## config.mk

```make
export PLATFORM = sky130hd
export DESIGN_NAME = asic_core
export DESIGN_NICKNAME = d
export VERILOG_FILES = /design/src/rtl/asic_core.v /design/src/rtl/asic_brg.v /design/src/rtl/asic_txrx.v
export VERILOG_INCLUDE_DIRS = /design/src /design/src/rtl
export SDC_FILE = /design/constraint.sdc
export NUM_CORES = 1
export LEC_CHECK = 0
export BUFFER_PORTS_ARGS = -buffer_cell sky130_fd_sc_hd__buf_2
export CORE_ASPECT_RATIO = 1.4
export CORE_MARGIN = 3
export CORE_UTILIZATION = 49
export DETAILED_ROUTE_END_ITERATION = 16
export PLACE_DENSITY = 0.65
export SETUP_SLACK_MARGIN = 0.02
export SLEW_MARGIN = 5
export SYNTH_ARGS = -nofsm -noshare
export SYNTH_HDL_FRONTEND = slang
export SYNTH_SLANG_ARGS = --single-unit
```

## constraint.sdc

```tcl
create_clock -name REF_CLK_I -period 12.9 [get_ports REF_CLK_I]
set_input_delay 0 -clock REF_CLK_I [delete_from_list [all_inputs] [get_ports REF_CLK_I]]
set_output_delay 0 -clock REF_CLK_I [all_outputs]
set_load 0.02 [all_outputs]
```

## src/rtl/asic_consts.vh

```
// Constants for the asynchronous serial controller core.
// Assumes inclusion by bare name from the rtl directory.
`ifndef ASIC_CONSTS_VH
`define ASIC_CONSTS_VH
`define ASIC_PTR_MIC 4'd9
`define ASIC_PTR_CMD 4'd0
`define ASIC_PTR_PARAM 4'd4
`define ASIC_PTR_INTEN 4'd1
`define ASIC_PTR_VEC 4'd2
`define ASIC_PTR_RXC 4'd3
`define ASIC_PTR_TXC 4'd5
`define ASIC_PTR_SYNL 4'd6
`define ASIC_PTR_SYNH 4'd7
`define ASIC_PTR_CODE 4'd10
`define ASIC_PTR_CLK 4'd11
`define ASIC_PTR_TCL 4'd12
`define ASIC_PTR_TCH 4'd13
`define ASIC_PTR_MISC 4'd14
`define ASIC_PTR_EXTIE 4'd15
`define ASIC_MIC_FORCE_RST 8'hc0
`define ASIC_RV_MIC 8'hc0
`define ASIC_RV_PARAM 8'h04
`define ASIC_RV_CLK 8'h08
`define ASIC_RV_MISC 8'h30
`define ASIC_RV_EXTIE 8'hf8
`define ASIC_MIC_MIE_BIT 3
`define ASIC_MIC_RSTA_BIT 7
`define ASIC_MIC_RSTB_BIT 6
`define ASIC_RXC_EN_BIT 0
`define ASIC_TXC_EN_BIT 3
`define ASIC_MISC_BRG_EN_BIT 0
`define ASIC_MISC_BRG_SRC_BIT 1
`define ASIC_MISC_LOOP_BIT 4
`define ASIC_ST_RXAV_BIT 0
`define ASIC_ST_TXE_BIT 2
`define ASIC_RST_RECOVERY 8'd11
`define ASIC_CYC_RECOVERY 8'd6
`endif

```

## src/rtl/asic_core.v

```verilog
// Polled asynchronous serial controller, one channel, with baud generator.
// Assumes a host on an 8-bit bus with strobes synchronous to REF_CLK_I.
//
// Contract
// - Force-reset command equals hardware reset
// - Reset bits idle channel, mark line, outputs high
// - Generator divides source by 2*(tc+2)
// - Time constant is two host bytes
// - Times-sixteen clock for bit timing
// - Misc bit zero runs the generator
// - Receive control bit zero enables receiver
// - Transmit control bit three enables transmitter
// - Five to eight bits, 1/1.5/2 stops
// - Transmit least significant bit first
// - Parameter 4CH: async x16, two stops
// - Routing 56H: generator clocks, drives pin
// - Misc 10H: pin source, stopped, loopback
// - Loopback feeds transmitter into receiver
// - Coding 00H selects NRZ
// - Master control 00H raises no interrupt
`timescale 1ns/10ps
`include "asic_consts.vh"
module asic_core
(
  input wire REF_CLK_I,
  input wire RSTN_I,
  input wire [7:0] DATA_I,
  input wire RDN_I,
  input wire WRN_I,
  input wire CEN_I,
  input wire DC_I,
  input wire RXTX_CLK_PIN_I,
  input wire BIDIR_CLK_PIN_I,
  input wire RXD_I,
  input wire INT_ENABLE_IN_I,
  output reg [7:0] DATA_O,
  output reg DATA_OEN_O,
  output reg TXD_O,
  output reg BIDIR_CLK_PIN_O,
  output reg BIDIR_CLK_OEN_O,
  output reg DTRN_O,
  output reg RTSN_O,
  output reg INTN_O,
  output reg BUSY_O
);
  reg [7:0] master_int_ctrl_reg;
  reg [7:0] txrx_param_reg;
  reg [7:0] int_dma_enable_reg;
  reg [7:0] int_vector_reg;
  reg [7:0] rx_ctrl_reg;
  reg [7:0] tx_ctrl_reg;
  reg [7:0] sync_char_low_reg;
  reg [7:0] sync_char_high_reg;
  reg [7:0] coding_ctrl_reg;
  reg [7:0] clock_routing_reg;
  reg [7:0] time_const_low_reg;
  reg [7:0] time_const_high_reg;
  reg [7:0] misc_ctrl_reg;
  reg [7:0] ext_status_int_en_reg;
  reg [3:0] ptr_reg;
  reg soft_rst_reg;
  reg [7:0] rec_reg;
  reg [1:0] pin_a_sync_reg;
  reg [1:0] pin_b_sync_reg;
  reg [1:0] rxd_sync_reg;
  reg [1:0] rd_sync_reg;
  reg [1:0] wr_sync_reg;
  reg [1:0] ce_sync_reg;
  reg [1:0] dc_sync_reg;
  reg [1:0] iei_sync_reg;
  reg pin_a_d_reg;
  reg pin_b_d_reg;
  reg rd_d_reg;
  reg wr_d_reg;
  reg [7:0] data_meta_reg;
  reg [7:0] data_sync_reg;
  wire rst_n;
  wire wr_stb;
  wire rd_stb;
  wire src_tick;
  wire brg_out;
  wire brg_edge;
  wire tick16;
  wire [7:0] status;
  wire tx_empty;
  wire rx_avail;
  wire [7:0] rx_data;
  wire txd_int;
  wire rxd_mux;
  wire chan_rst;
  wire int_pend;
  wire [7:0] rd_word;
  // Command reset goes through a flop so no comb path feeds reset
  assign rst_n = RSTN_I & ~soft_rst_reg;
  assign wr_stb = wr_d_reg & ~wr_sync_reg[1] & ~ce_sync_reg[1];
  assign rd_stb = rd_d_reg & ~rd_sync_reg[1] & ~ce_sync_reg[1];
  assign chan_rst = master_int_ctrl_reg[`ASIC_MIC_RSTA_BIT] |
    master_int_ctrl_reg[`ASIC_MIC_RSTB_BIT];
  // Generator source: pin (bit 1 clear) or the core clock
  assign src_tick = misc_ctrl_reg[`ASIC_MISC_BRG_SRC_BIT] ? 1'b1 :
    (pin_a_sync_reg[1] & ~pin_a_d_reg);
  // Bit clock source from routing bits 4:3 only, bits 6:5 are ignored; only the
  // generator and the pins are honoured, one shared clock for both
  assign tick16 = (clock_routing_reg[4:3] == 2'b10) ? brg_edge :
    (clock_routing_reg[4:3] == 2'b01) ?
    (pin_b_sync_reg[1] & ~pin_b_d_reg) :
    (pin_a_sync_reg[1] & ~pin_a_d_reg);
  assign rxd_mux = misc_ctrl_reg[`ASIC_MISC_LOOP_BIT] ? txd_int :
    rxd_sync_reg[1];
  assign status = {5'b00000, tx_empty, 1'b0, rx_avail};
  assign int_pend = master_int_ctrl_reg[`ASIC_MIC_MIE_BIT] &
    iei_sync_reg[1] & ~chan_rst &
    ((int_dma_enable_reg[1] & tx_empty) |
    (int_dma_enable_reg[4] & rx_avail));
  // Unlisted pointers read back the status byte
  assign rd_word = dc_sync_reg[1] ? rx_data :
    (ptr_reg == `ASIC_PTR_TCL) ? time_const_low_reg :
    (ptr_reg == `ASIC_PTR_TCH) ? time_const_high_reg :
    (ptr_reg == `ASIC_PTR_EXTIE) ? ext_status_int_en_reg :
    (ptr_reg == `ASIC_PTR_VEC) ? int_vector_reg : status;
  always @(posedge REF_CLK_I or negedge RSTN_I)
  begin
    if (!RSTN_I)
    begin
      pin_a_sync_reg <= 2'b00;
      // Clock pin idles high, so reset cannot fake a rising edge
      pin_b_sync_reg <= 2'b11;
      rxd_sync_reg <= 2'b11;
      rd_sync_reg <= 2'b11;
      wr_sync_reg <= 2'b11;
      ce_sync_reg <= 2'b11;
      dc_sync_reg <= 2'b00;
      iei_sync_reg <= 2'b11;
      pin_a_d_reg <= 1'b0;
      pin_b_d_reg <= 1'b1;
      rd_d_reg <= 1'b1;
      wr_d_reg <= 1'b1;
      data_meta_reg <= 8'h00;
      data_sync_reg <= 8'h00;
    end
    else
    begin
      pin_a_sync_reg <= {pin_a_sync_reg[0], RXTX_CLK_PIN_I};
      pin_b_sync_reg <= {pin_b_sync_reg[0], BIDIR_CLK_PIN_I};
      rxd_sync_reg <= {rxd_sync_reg[0], RXD_I};
      rd_sync_reg <= {rd_sync_reg[0], RDN_I};
      wr_sync_reg <= {wr_sync_reg[0], WRN_I};
      ce_sync_reg <= {ce_sync_reg[0], CEN_I};
      dc_sync_reg <= {dc_sync_reg[0], DC_I};
      iei_sync_reg <= {iei_sync_reg[0], INT_ENABLE_IN_I};
      pin_a_d_reg <= pin_a_sync_reg[1];
      pin_b_d_reg <= pin_b_sync_reg[1];
      rd_d_reg <= rd_sync_reg[1];
      wr_d_reg <= wr_sync_reg[1];
      // Two stages like the strobes; the host holds data across them
      data_meta_reg <= DATA_I;
      data_sync_reg <= data_meta_reg;
    end
  end
  always @(posedge REF_CLK_I or negedge RSTN_I)
  begin
    if (!RSTN_I)
    begin
      soft_rst_reg <= 1'b0;
    end
    else
    begin
      soft_rst_reg <= wr_stb & ~dc_sync_reg[1] &
        (ptr_reg == `ASIC_PTR_MIC) &
        (data_sync_reg == `ASIC_MIC_FORCE_RST);
    end
  end
  always @(posedge REF_CLK_I or negedge rst_n)
  begin
    if (!rst_n)
    begin
      master_int_ctrl_reg <= `ASIC_RV_MIC;
      txrx_param_reg <= `ASIC_RV_PARAM;
      int_dma_enable_reg <= 8'h00;
      int_vector_reg <= 8'h00;
      rx_ctrl_reg <= 8'h00;
      tx_ctrl_reg <= 8'h00;
      sync_char_low_reg <= 8'h00;
      sync_char_high_reg <= 8'h00;
      coding_ctrl_reg <= 8'h00;
      clock_routing_reg <= `ASIC_RV_CLK;
      time_const_low_reg <= 8'h00;
      time_const_high_reg <= 8'h00;
      misc_ctrl_reg <= `ASIC_RV_MISC;
      ext_status_int_en_reg <= `ASIC_RV_EXTIE;
      ptr_reg <= 4'h0;
    end
    else if (wr_stb && !dc_sync_reg[1])
    begin
      ptr_reg <= 4'h0;
      case (ptr_reg)
        `ASIC_PTR_CMD: ptr_reg <= data_sync_reg[3:0];
        `ASIC_PTR_MIC: master_int_ctrl_reg <= data_sync_reg;
        `ASIC_PTR_PARAM: txrx_param_reg <= data_sync_reg;
        `ASIC_PTR_INTEN: int_dma_enable_reg <= data_sync_reg;
        `ASIC_PTR_VEC: int_vector_reg <= data_sync_reg;
        `ASIC_PTR_RXC: rx_ctrl_reg <= data_sync_reg;
        `ASIC_PTR_TXC: tx_ctrl_reg <= data_sync_reg;
        `ASIC_PTR_SYNL: sync_char_low_reg <= data_sync_reg;
        `ASIC_PTR_SYNH: sync_char_high_reg <= data_sync_reg;
        `ASIC_PTR_CODE: coding_ctrl_reg <= data_sync_reg;
        `ASIC_PTR_CLK: clock_routing_reg <= data_sync_reg;
        `ASIC_PTR_TCL: time_const_low_reg <= data_sync_reg;
        `ASIC_PTR_TCH: time_const_high_reg <= data_sync_reg;
        `ASIC_PTR_MISC: misc_ctrl_reg <= data_sync_reg;
        `ASIC_PTR_EXTIE: ext_status_int_en_reg <= data_sync_reg;
        default: ptr_reg <= 4'h0;
      endcase
    end
    else if (rd_stb && !dc_sync_reg[1])
    begin
      ptr_reg <= 4'h0;
    end
  end
  asic_brg #(.W(16)) u_brg
  (
    .clk_i(REF_CLK_I),
    .rstn_i(rst_n),
    .run_i(misc_ctrl_reg[`ASIC_MISC_BRG_EN_BIT]),
    .src_tick_i(src_tick),
    .tc_i({time_const_high_reg, time_const_low_reg}),
    .out_o(brg_out),
    .edge_o(brg_edge)
  );
  // Only the x16 mode is built; bits 7:6 of the parameter are ignored
  asic_txrx u_txrx
  (
    .clk_i(REF_CLK_I),
    .rstn_i(rst_n),
    .tick_i(tick16),
    .tx_en_i(tx_ctrl_reg[`ASIC_TXC_EN_BIT] & ~chan_rst),
    .rx_en_i(rx_ctrl_reg[`ASIC_RXC_EN_BIT] & ~chan_rst),
    .bits_i(tx_ctrl_reg[6:5]),
    .stop_i(txrx_param_reg[3:2]),
    .load_i(wr_stb & dc_sync_reg[1]),
    .load_data_i(data_sync_reg),
    .rxd_i(rxd_mux),
    .rd_ack_i(rd_stb & dc_sync_reg[1]),
    .txd_o(txd_int),
    .tx_empty_o(tx_empty),
    .rx_avail_o(rx_avail),
    .rx_data_o(rx_data)
  );
  always @(posedge REF_CLK_I or negedge rst_n)
  begin
    if (!rst_n)
    begin
      // Soft reset clears the read latch too, as the pin reset does
      DATA_O <= 8'h00;
      DATA_OEN_O <= 1'b1;
      TXD_O <= 1'b1;
      BIDIR_CLK_PIN_O <= 1'b0;
      BIDIR_CLK_OEN_O <= 1'b1;
      DTRN_O <= 1'b1;
      RTSN_O <= 1'b1;
      INTN_O <= 1'b1;
      BUSY_O <= 1'b1;
      rec_reg <= `ASIC_RST_RECOVERY;
    end
    else
    begin
      // Loopback keeps the line marking while echoing internally
      TXD_O <= (misc_ctrl_reg[`ASIC_MISC_LOOP_BIT] | chan_rst) ? 1'b1 :
        txd_int;
      DTRN_O <= chan_rst ? 1'b1 : ~tx_ctrl_reg[7];
      RTSN_O <= chan_rst ? 1'b1 : ~tx_ctrl_reg[1];
      INTN_O <= ~int_pend;
      BIDIR_CLK_OEN_O <= ~clock_routing_reg[2];
      BIDIR_CLK_PIN_O <= (clock_routing_reg[1:0] == 2'b10) ? brg_out :
        tick16;
      DATA_OEN_O <= rd_sync_reg[1] | ce_sync_reg[1];
      if (rd_stb)
      begin
        DATA_O <= rd_word;
      end
      // Busy flag lets a host or checker see the recovery window
      if (rd_stb || wr_stb)
      begin
        rec_reg <= `ASIC_CYC_RECOVERY;
      end
      else if (rec_reg != 8'h00)
      begin
        rec_reg <= rec_reg - 8'h01;
      end
      BUSY_O <= (rec_reg > 8'h01) | rd_stb | wr_stb;
    end
  end
endmodule // asic_core

```

## src/rtl/asic_brg.v

```verilog
// Baud-rate generator: divides its source by 2*(tc+2).
// Assumes src_tick_i is a one-cycle tick on the core clock.
`timescale 1ns/10ps
module asic_brg
#(
  parameter W = 16
)
(
  input wire clk_i,
  input wire rstn_i,
  input wire run_i,
  input wire src_tick_i,
  input wire [W-1:0] tc_i,
  output reg out_o,
  output reg edge_o
);
  reg [W:0] cnt_reg;
  // Half period is tc+2 source ticks, so output = src/(2*(tc+2))
  always @(posedge clk_i or negedge rstn_i)
  begin
    if (!rstn_i)
    begin
      cnt_reg <= 17'h00000;
      out_o <= 1'b0;
      edge_o <= 1'b0;
    end
    else
    begin
      edge_o <= 1'b0;
      if (!run_i)
      begin
        cnt_reg <= {1'b0, tc_i} + 17'h00001;
      end
      else if (src_tick_i)
      begin
        if (cnt_reg == 17'h00000)
        begin
          cnt_reg <= {1'b0, tc_i} + 17'h00001;
          out_o <= ~out_o;
          edge_o <= ~out_o;
        end
        else
        begin
          cnt_reg <= cnt_reg - 17'h00001;
        end
      end
    end
  end
endmodule // asic_brg

```

## src/rtl/asic_txrx.v

```verilog
// Async transmitter and receiver on a x16 bit clock tick.
// Assumes tick_i is a one-cycle pulse at 16 times the bit rate.
`timescale 1ns/10ps
module asic_txrx
(
  input wire clk_i,
  input wire rstn_i,
  input wire tick_i,
  input wire tx_en_i,
  input wire rx_en_i,
  input wire [1:0] bits_i,
  input wire [1:0] stop_i,
  input wire load_i,
  input wire [7:0] load_data_i,
  input wire rxd_i,
  input wire rd_ack_i,
  output reg txd_o,
  output reg tx_empty_o,
  output reg rx_avail_o,
  output reg [7:0] rx_data_o
);
  reg [7:0] tbuf_reg;
  reg [10:0] tsh_reg;
  reg [3:0] tbit_reg;
  reg [5:0] tsub_reg;
  reg tbusy_reg;
  reg [3:0] rsub_reg;
  reg [3:0] rbit_reg;
  reg rbusy_reg;
  reg [7:0] rsh_reg;
  wire [3:0] nbits;
  wire [5:0] stop_ticks;
  assign nbits = {2'b00, bits_i} + 4'd5;
  assign stop_ticks = (stop_i == 2'd1) ? 6'd16 :
    (stop_i == 2'd2) ? 6'd24 : 6'd32;
  always @(posedge clk_i or negedge rstn_i)
  begin
    if (!rstn_i)
    begin
      tbuf_reg <= 8'h00;
      tsh_reg <= 11'h7ff;
      tbit_reg <= 4'h0;
      tsub_reg <= 6'h00;
      tbusy_reg <= 1'b0;
      tx_empty_o <= 1'b1;
      txd_o <= 1'b1;
    end
    else
    begin
      if (load_i)
      begin
        tbuf_reg <= load_data_i;
        tx_empty_o <= 1'b0;
      end
      if (!tx_en_i)
      begin
        tbusy_reg <= 1'b0;
        txd_o <= 1'b1;
      end
      else if (!tbusy_reg && !tx_empty_o && !load_i)
      begin
        tsh_reg <= {3'b111, tbuf_reg};
        tbusy_reg <= 1'b1;
        tx_empty_o <= 1'b1;
        tbit_reg <= 4'h0;
        tsub_reg <= 6'h00;
        txd_o <= 1'b0;
      end
      else if (tbusy_reg && tick_i)
      begin
        tsub_reg <= tsub_reg + 6'h01;
        if (tbit_reg > nbits && tsub_reg == stop_ticks - 6'h01)
        begin
          tbusy_reg <= 1'b0;
        end
        else if (tbit_reg <= nbits && tsub_reg == 6'h0f)
        begin
          tsub_reg <= 6'h00;
          tbit_reg <= tbit_reg + 4'h1;
          txd_o <= (tbit_reg < nbits) ? tsh_reg[0] : 1'b1;
          tsh_reg <= {1'b1, tsh_reg[10:1]};
        end
      end
    end
  end
  always @(posedge clk_i or negedge rstn_i)
  begin
    if (!rstn_i)
    begin
      rsub_reg <= 4'h0;
      rbit_reg <= 4'h0;
      rbusy_reg <= 1'b0;
      rsh_reg <= 8'h00;
      rx_avail_o <= 1'b0;
      rx_data_o <= 8'h00;
    end
    else
    begin
      if (rd_ack_i)
      begin
        rx_avail_o <= 1'b0;
      end
      if (!rx_en_i)
      begin
        rbusy_reg <= 1'b0;
      end
      else if (tick_i)
      begin
        if (!rbusy_reg)
        begin
          if (!rxd_i)
          begin
            rbusy_reg <= 1'b1;
            rsub_reg <= 4'h0;
            rbit_reg <= 4'h0;
          end
        end
        else
        begin
          rsub_reg <= rsub_reg + 4'h1;
          // Sample mid-bit, eight ticks after each boundary
          if (rsub_reg == 4'h7)
          begin
            if (rbit_reg == 4'h0 && rxd_i)
            begin
              rbusy_reg <= 1'b0;
            end
            else if (rbit_reg == nbits + 4'h1)
            begin
              rbusy_reg <= 1'b0;
              rx_data_o <= rsh_reg >> (4'd8 - nbits);
              rx_avail_o <= 1'b1;
            end
            else if (rbit_reg != 4'h0)
            begin
              rsh_reg <= {rxd_i, rsh_reg[7:1]};
            end
            rbit_reg <= rbit_reg + 4'h1;
          end
        end
      end
    end
  end
endmodule // asic_txrx

```

Word-level counts from Yosys, hierarchy flattened

Cells that the tools add are included.

Register bits after elaboration: 210
Bits of input ports: 18
Output and inout bits: 16
Word-level logic and storage cells: 250

Add/sub/neg operators: 11
Order comparisons: 4
Equality and inequality tests: 30
Shifts and indexed selects: 1
Multiplexer cells: 69
Bitwise operators: 40
Reductions and logical operators: 42

Operator list:

| cell                                                | count |
|---|---|
| two-way mux 8 bit                                   | 7 |
| two-way mux 17 bit                                  | 3 |
| two-way mux 11 bit                                  | 4 |
| two-way mux 4 bit                                   | 11 |
| two-way mux 1 bit                                   | 38 |
| two-way mux 6 bit                                   | 6 |
| AND reduction 2 bit                                 | 13 |
| == test 4 bit (second input constant)               | 6 |
| AND 1 bit                                           | 19 |
| adder 16 x 1 -> 17 bit (second input constant)      | 1 |
| zero test 17 bit                                    | 1 |
| subtractor 17 x 1 -> 17 bit (second input constant) | 1 |
| adder 4 x 1 -> 4 bit (second input constant)        | 4 |
| NOT 1 bit                                           | 15 |
| == test 4 x 3 -> 1 bit (second input constant)      | 3 |
| != test 3 bit (second input constant)               | 4 |
| AND reduction 3 bit                                 | 3 |
| == test 4 x 2 -> 1 bit (second input constant)      | 2 |
| == test 8 bit (second input constant)               | 1 |
| > comparator 8 x 1 -> 1 bit (second input constant) | 1 |
| logical AND 1 bit                                   | 8 |
| zero test 4 bit                                     | 2 |
| AND reduction 4 bit                                 | 2 |
| nonzero test 2 bit                                  | 4 |
| 24 further kinds                                    | 38 |

Logic depth before layout (Yosys ltp)

Word-level depth: 11
Mapped depth: 9
Gate-level depth less buffers: 8

Modules after synthesis

A second synthesis with hierarchy kept.

Cells, all modules: 824
Area total of the unflattened synthesis: 9240.1 µm²

Modules (own cells, without submodules):

| module    | instances | cells an instance | area each (µm²) | sequential area each (µm²) |
|---|---|---|---|---|
| asic_core | 1         | 360               | 4754.6          | 2996.6 |
| asic_txrx | 1         | 282               | 2906.5          | 1388.8 |
| asic_brg  | 1         | 182               | 1579.0          | 475.5 |

Worst setup path after synthesis

OpenSTA, ideal clock, no wires.

Path type: flip-flop to flip-flop
From: reg tx_ctrl_reg[5]
To: reg u_txrx.tbit_reg[2]
Arrival: 2.315 ns
Data required time: 12.776 ns
Setup slack: 10.461 ns
Cell stages (with the launch flop): 9
Buffers on the path: 0
Clock period less this slack: 2.439 ns
Cell sequence: dfrtp_1 inv_1 ha_1 ha_1 nor2b_1 a2111oi_4 o31ai_4 o311a_1 a211o_1

Longest elaborated chain between the ends: 5

RTL lines:

| what                                                                          | line                           | source |
|---|---|---|
| from (decl)                                                                   | asic_core.v:51                 | `reg [7:0] tx_ctrl_reg;` |
| from (signal assigned)                                                        | asic_core.v:203                | `` `ASIC_PTR_TXC: tx_ctrl_reg <= data_sync_reg; `` |
| adder 2 x 3 -> 4 bit *                                                        | asic_txrx.v:33                 | `assign nbits = {2'b00, bits_i} + 4'd5;` |
| > comparator 4 bit or <= comparator 4 bit (tied branches)                     | asic_txrx.v:72, asic_txrx.v:76 |  |
| logical AND 1 bit, on equally long branches                                   | asic_txrx.v:72, asic_txrx.v:76 |  |
| != test 2 x 1 -> 1 bit (no source line) or nonzero test 2 bit (tied branches) | n/a                            |  |
| AND reduction 4 bit (no source line) *                                        | n/a                            |  |
| to (signal assigned)                                                          | asic_txrx.v:79                 | `tbit_reg <= tbit_reg + 4'h1;` |
| to (decl)                                                                     | asic_txrx.v:24                 | `reg [3:0] tbit_reg;` |

Every way passes the cells marked *; elsewhere a longest branch is shown, timed or not.
A chain may end at the register's enable or synchronous reset.

Worst setup path after layout

Same ends and word-level chain as after synthesis.

==> results by group <==
Die
  – Die width: 122 um
  – Effective utilization at floorplan: roughly half
  – CORE AREA: 18,600 um2
  – Die ar.: 20,700 um2
  – Die height: 169 um
  – Std cell rows: 59
  – IO Count: 34

Placement
  – Area after DPL: 9680 um2
  – Placer Congestion: 0.900
  – PortBufs: 33
  – Hpwl dp: 14,800 um

Global route
  – Total GRT Usage: 21.2%
  – Initial antenna violation count: 0
  – Met2 Use GR: 36.0%
  – First-pass GRT wire length: 34,800 um
  – Vias in the first global route: about 6,800
  – Grt met1 use: 27.2%
  – GRT overflow: 0
  – GRT met3 Usage: 3.44%
  – Routing layer with the top usage in global route: met2
  – Pin count of the biggest net entering global routing: a little under 60

Logic synthesis
  – EDFF count, synth: 0
  – Main flop type after synthesis: dfrtp_1
  – Flop and latch count out of synthesis: between 150 and 200
  – Ys Warns: 0
  – Post-synth top area share: 39.5%
  – Post-Syn Instances: ~830
  – Mapped Area: 9310 um2
  – Dominant cell type by area after synthesis: dfrtp_1
  – Mean Syn Cell Area: 11.2 um2
  – Top post-synthesis cells by area: dfrtp_1 (40%), dfstp_2 (13%), mux2_2 (7.5%)
  – Part of the Yosys area used for sequential elements: between 50 and 60%
  – Asr flop ratio synth: 100%
  – Yosys cell types: 73
  – Syn_nets: about 870

Layout
  – Diode count: 0
  – Largest register FFs: 17
  – Area grow syn2layout: 11.8%
  – Share of cells above drive strength 1: 23.1%
  – Fin util: 55.9%
  – Fin area: 10,400 um2
  – Register area: slightly below 5000 um2
  – Multi-input logic area: 4180 um2
  – # fillers: 1,601
  – Nets: 905

Routing
  – Wire per inst: 18.7 um
  – Final wirelength: 21,000 um
  – Routed vias/inst: 5.96
  – Vias: 6,713
  – Initial DRC Count: 656
  – ANT nets after route: 0
  – DRC Markers: 0
  – DR pass1 iterations: 6

Critical path
  – Critical path buffer and inverter count: 1
  – Critical path depth: 8
  – CP cell instances: inv_1 -> ha_1 -> ha_1 -> nor2b_1 -> a2111oi_4 -> o31ai_4 -> o311a_1 -> a211o_1
  – R2R cell count: 8
  – Critical path type: register to register
  – Worst-path fanout max: 15
  – CP endpoint: u_txrx.tbit_reg[2]
  – CP dominant cell by count: ha_1
  – Worst R2R Start: tx_ctrl_reg[5]
  – R2r setup slk: 9600 ps
  – Crit path launch type: register
  – Worst EP required: around 13,000 ps
  – Worst EP arrival: roughly 3600 ps
  – Biggest cell delay along the critical path: slightly above 700 ps
  – CP top delay family: compound AO/OA/AOI/OAI gates
  – CP Launch Point: tx_ctrl_reg[5]
  – Reg-to-Reg End: u_txrx.tbit_reg[2]
  – Worst setup EP type: register
  – Crit-path slowest cell: dfrtp_1

STA
  – RSZ-0062 raised after global routing: false
  – Clk_skew: 9.65 ps
  – Period utilization: 25.6%
  – Final worst path period need: 3300 ps
  – Worst-margin pin slew: between 1000 and 1500 ps
  – Setup-violating endpoint count in the final report: 0
  – Worst relative slew slack: just over 20%
  – Max-slew violations: 0
  – Fmax: 0.303 GHz
  – Final hold vios: 0
  – Setup TNS: 0 ps

Clocking
  – Clk sinks: ~190
  – Setup Fix Bufs, Post-CTS: 0
  – CTS clk-pin slew, worst paths: about 70 ps
  – Clock Tree Root: clkbuf_16
  – Maximum buffer depth of the clock tree: 2
  – CTS tree: built
  – Clk_lat worst skew: 440 ps
  – CTS buffer count: 17
  – H-tree levels: 4

Power and ir drop
  – Worst vdd ir: between 0.1 and 0.15 mV
  – Leakage: 4.45 nW
  – Pwr per Cell Area: roughly 140 nW/um2

Outcome
  – Status: finished, final reports clean

Run
  – Number of max-cap violations: 0

Hold path
  – Min-delay worst type: primary input to asynchronous set/reset pin
## cell type report
cell class	instances	area share (%)
clock buffers	18	4.13
clock inverters	14	1.14
inverters	31	1.12
multi-input cells	570	40.2
flip-flops and latches	192	46.7
well taps	244	2.94
repair buffers	57	3.73
## cell families (layout without fill, tap and decap cells)
group / count (synthesis) / count (layout) / synth area share, %
and+or+nand+nor: 263 / 263 / 15.5
muxes: 95 / 95 / 12.0
buffers and inverters: 71 / 120 / 2.96
DFF: 192 / 192 / 52.2
xor gates and xnor gates: 31 / 31 / 2.92
adders and majority gates: 18 / 18 / 2.42
AOI/OAI and AO/OA: 163 / 163 / 12.0
## metrics by stage
step / worst slack (ps) / power, mW / instances / hold WS [ps]
final: 9600 / 1.42 / 1126 / 179
after global routing: 9250 / 1.50 / 1126 / 192
after floorplan: 2950 / 0.869 / 833 / -296
after detailed placement: 9630 / 0.932 / 1077 / 106
after global placement: 9780 / 0.920 / 1077 / 106
after CTS: 9600 / 1.43 / 1126 / 182
## what timing repair did
action | in CTS | in global routing
resized for setup | 0 | 0
hold endpoints to repair | 38 | 0
hold buffers | 17 | 0
endpoints found under the setup margin | 0 | 0
## worst min-delay path by stage
stage          depth (start not counted)  slack [ps]               end  startpoint
6_report                               2         180  data_meta_reg[2]      RSTN_I
5_1_grt                                2         190  data_meta_reg[7]   DATA_I[7]
4_1_cts                                2         180    ce_sync_reg[0]       CEN_I
3_5_place_dp                           1         110    ce_sync_reg[0]       CEN_I
3_3_place_gp                           1         110  data_meta_reg[2]      RSTN_I
2_1_floorplan                          0        -300  data_meta_reg[0]      RSTN_I
## where the power goes
part           leakage, nW  switching [mW]  internal, mW  total (mW)
combinational         1.74           0.113        0.0847       0.197
clock                0.271           0.243         0.254       0.497
sequential            2.43          0.0559         0.672       0.728
total                 4.45           0.412          1.01        1.42
## metal layers
layer  vias up  part of all wire (%)
met1      3362                    43
met4         0                   2.8
met5         -                     0
met2       195                    51
met3        48                   3.3
li1       3108                     -
## Yosys cell counts (9+ instances only)
| library cell | number |
|---|---|
| dfrtp_1 | 147 |
| xnor2_1 | 19 |
| inv_1 | 31 |
| nand2_1 | 63 |
| mux2_1 | 17 |
| a22o_1 | 10 |
| xor2_1 | 12 |
| o21ai_0 | 24 |
| ha_1 | 18 |
| or3_1 | 11 |
| nor2_1 | 40 |
| mux2i_1 | 11 |
| mux2_2 | 62 |
| a21oi_1 | 34 |
| clkbuf_1 | 29 |
| nor2b_1 | 9 |
| nand3_1 | 30 |
| a22oi_1 | 14 |
| nand2b_1 | 14 |
| o21ai_1 | 18 |
| nand4_1 | 22 |
| nor4_1 | 9 |
| nor3_1 | 18 |
| dfstp_2 | 45 |
## layout by cell type (no fill, tap or decap), types with 9 or more instances in the layout
cell and count:
dfrtp_1 147, nand2_1 63, mux2_2 62, dfstp_2 45
nor2_1 40, a21oi_1 34, buf_2 33, inv_1 31
nand3_1 30, o21ai_0 24, nand4_1 22, xnor2_1 19
nor3_1 18, o21ai_1 18, ha_1 18, mux2_1 17
clkbuf_16 17, dlygate4sd3_1 17, nand2b_1 14, a22oi_1 14
xor2_1 12, or3_1 11, mux2i_1 11, a22o_1 10
nor4_1 9
No activity file was read; power rests on OpenSTA's default activity.
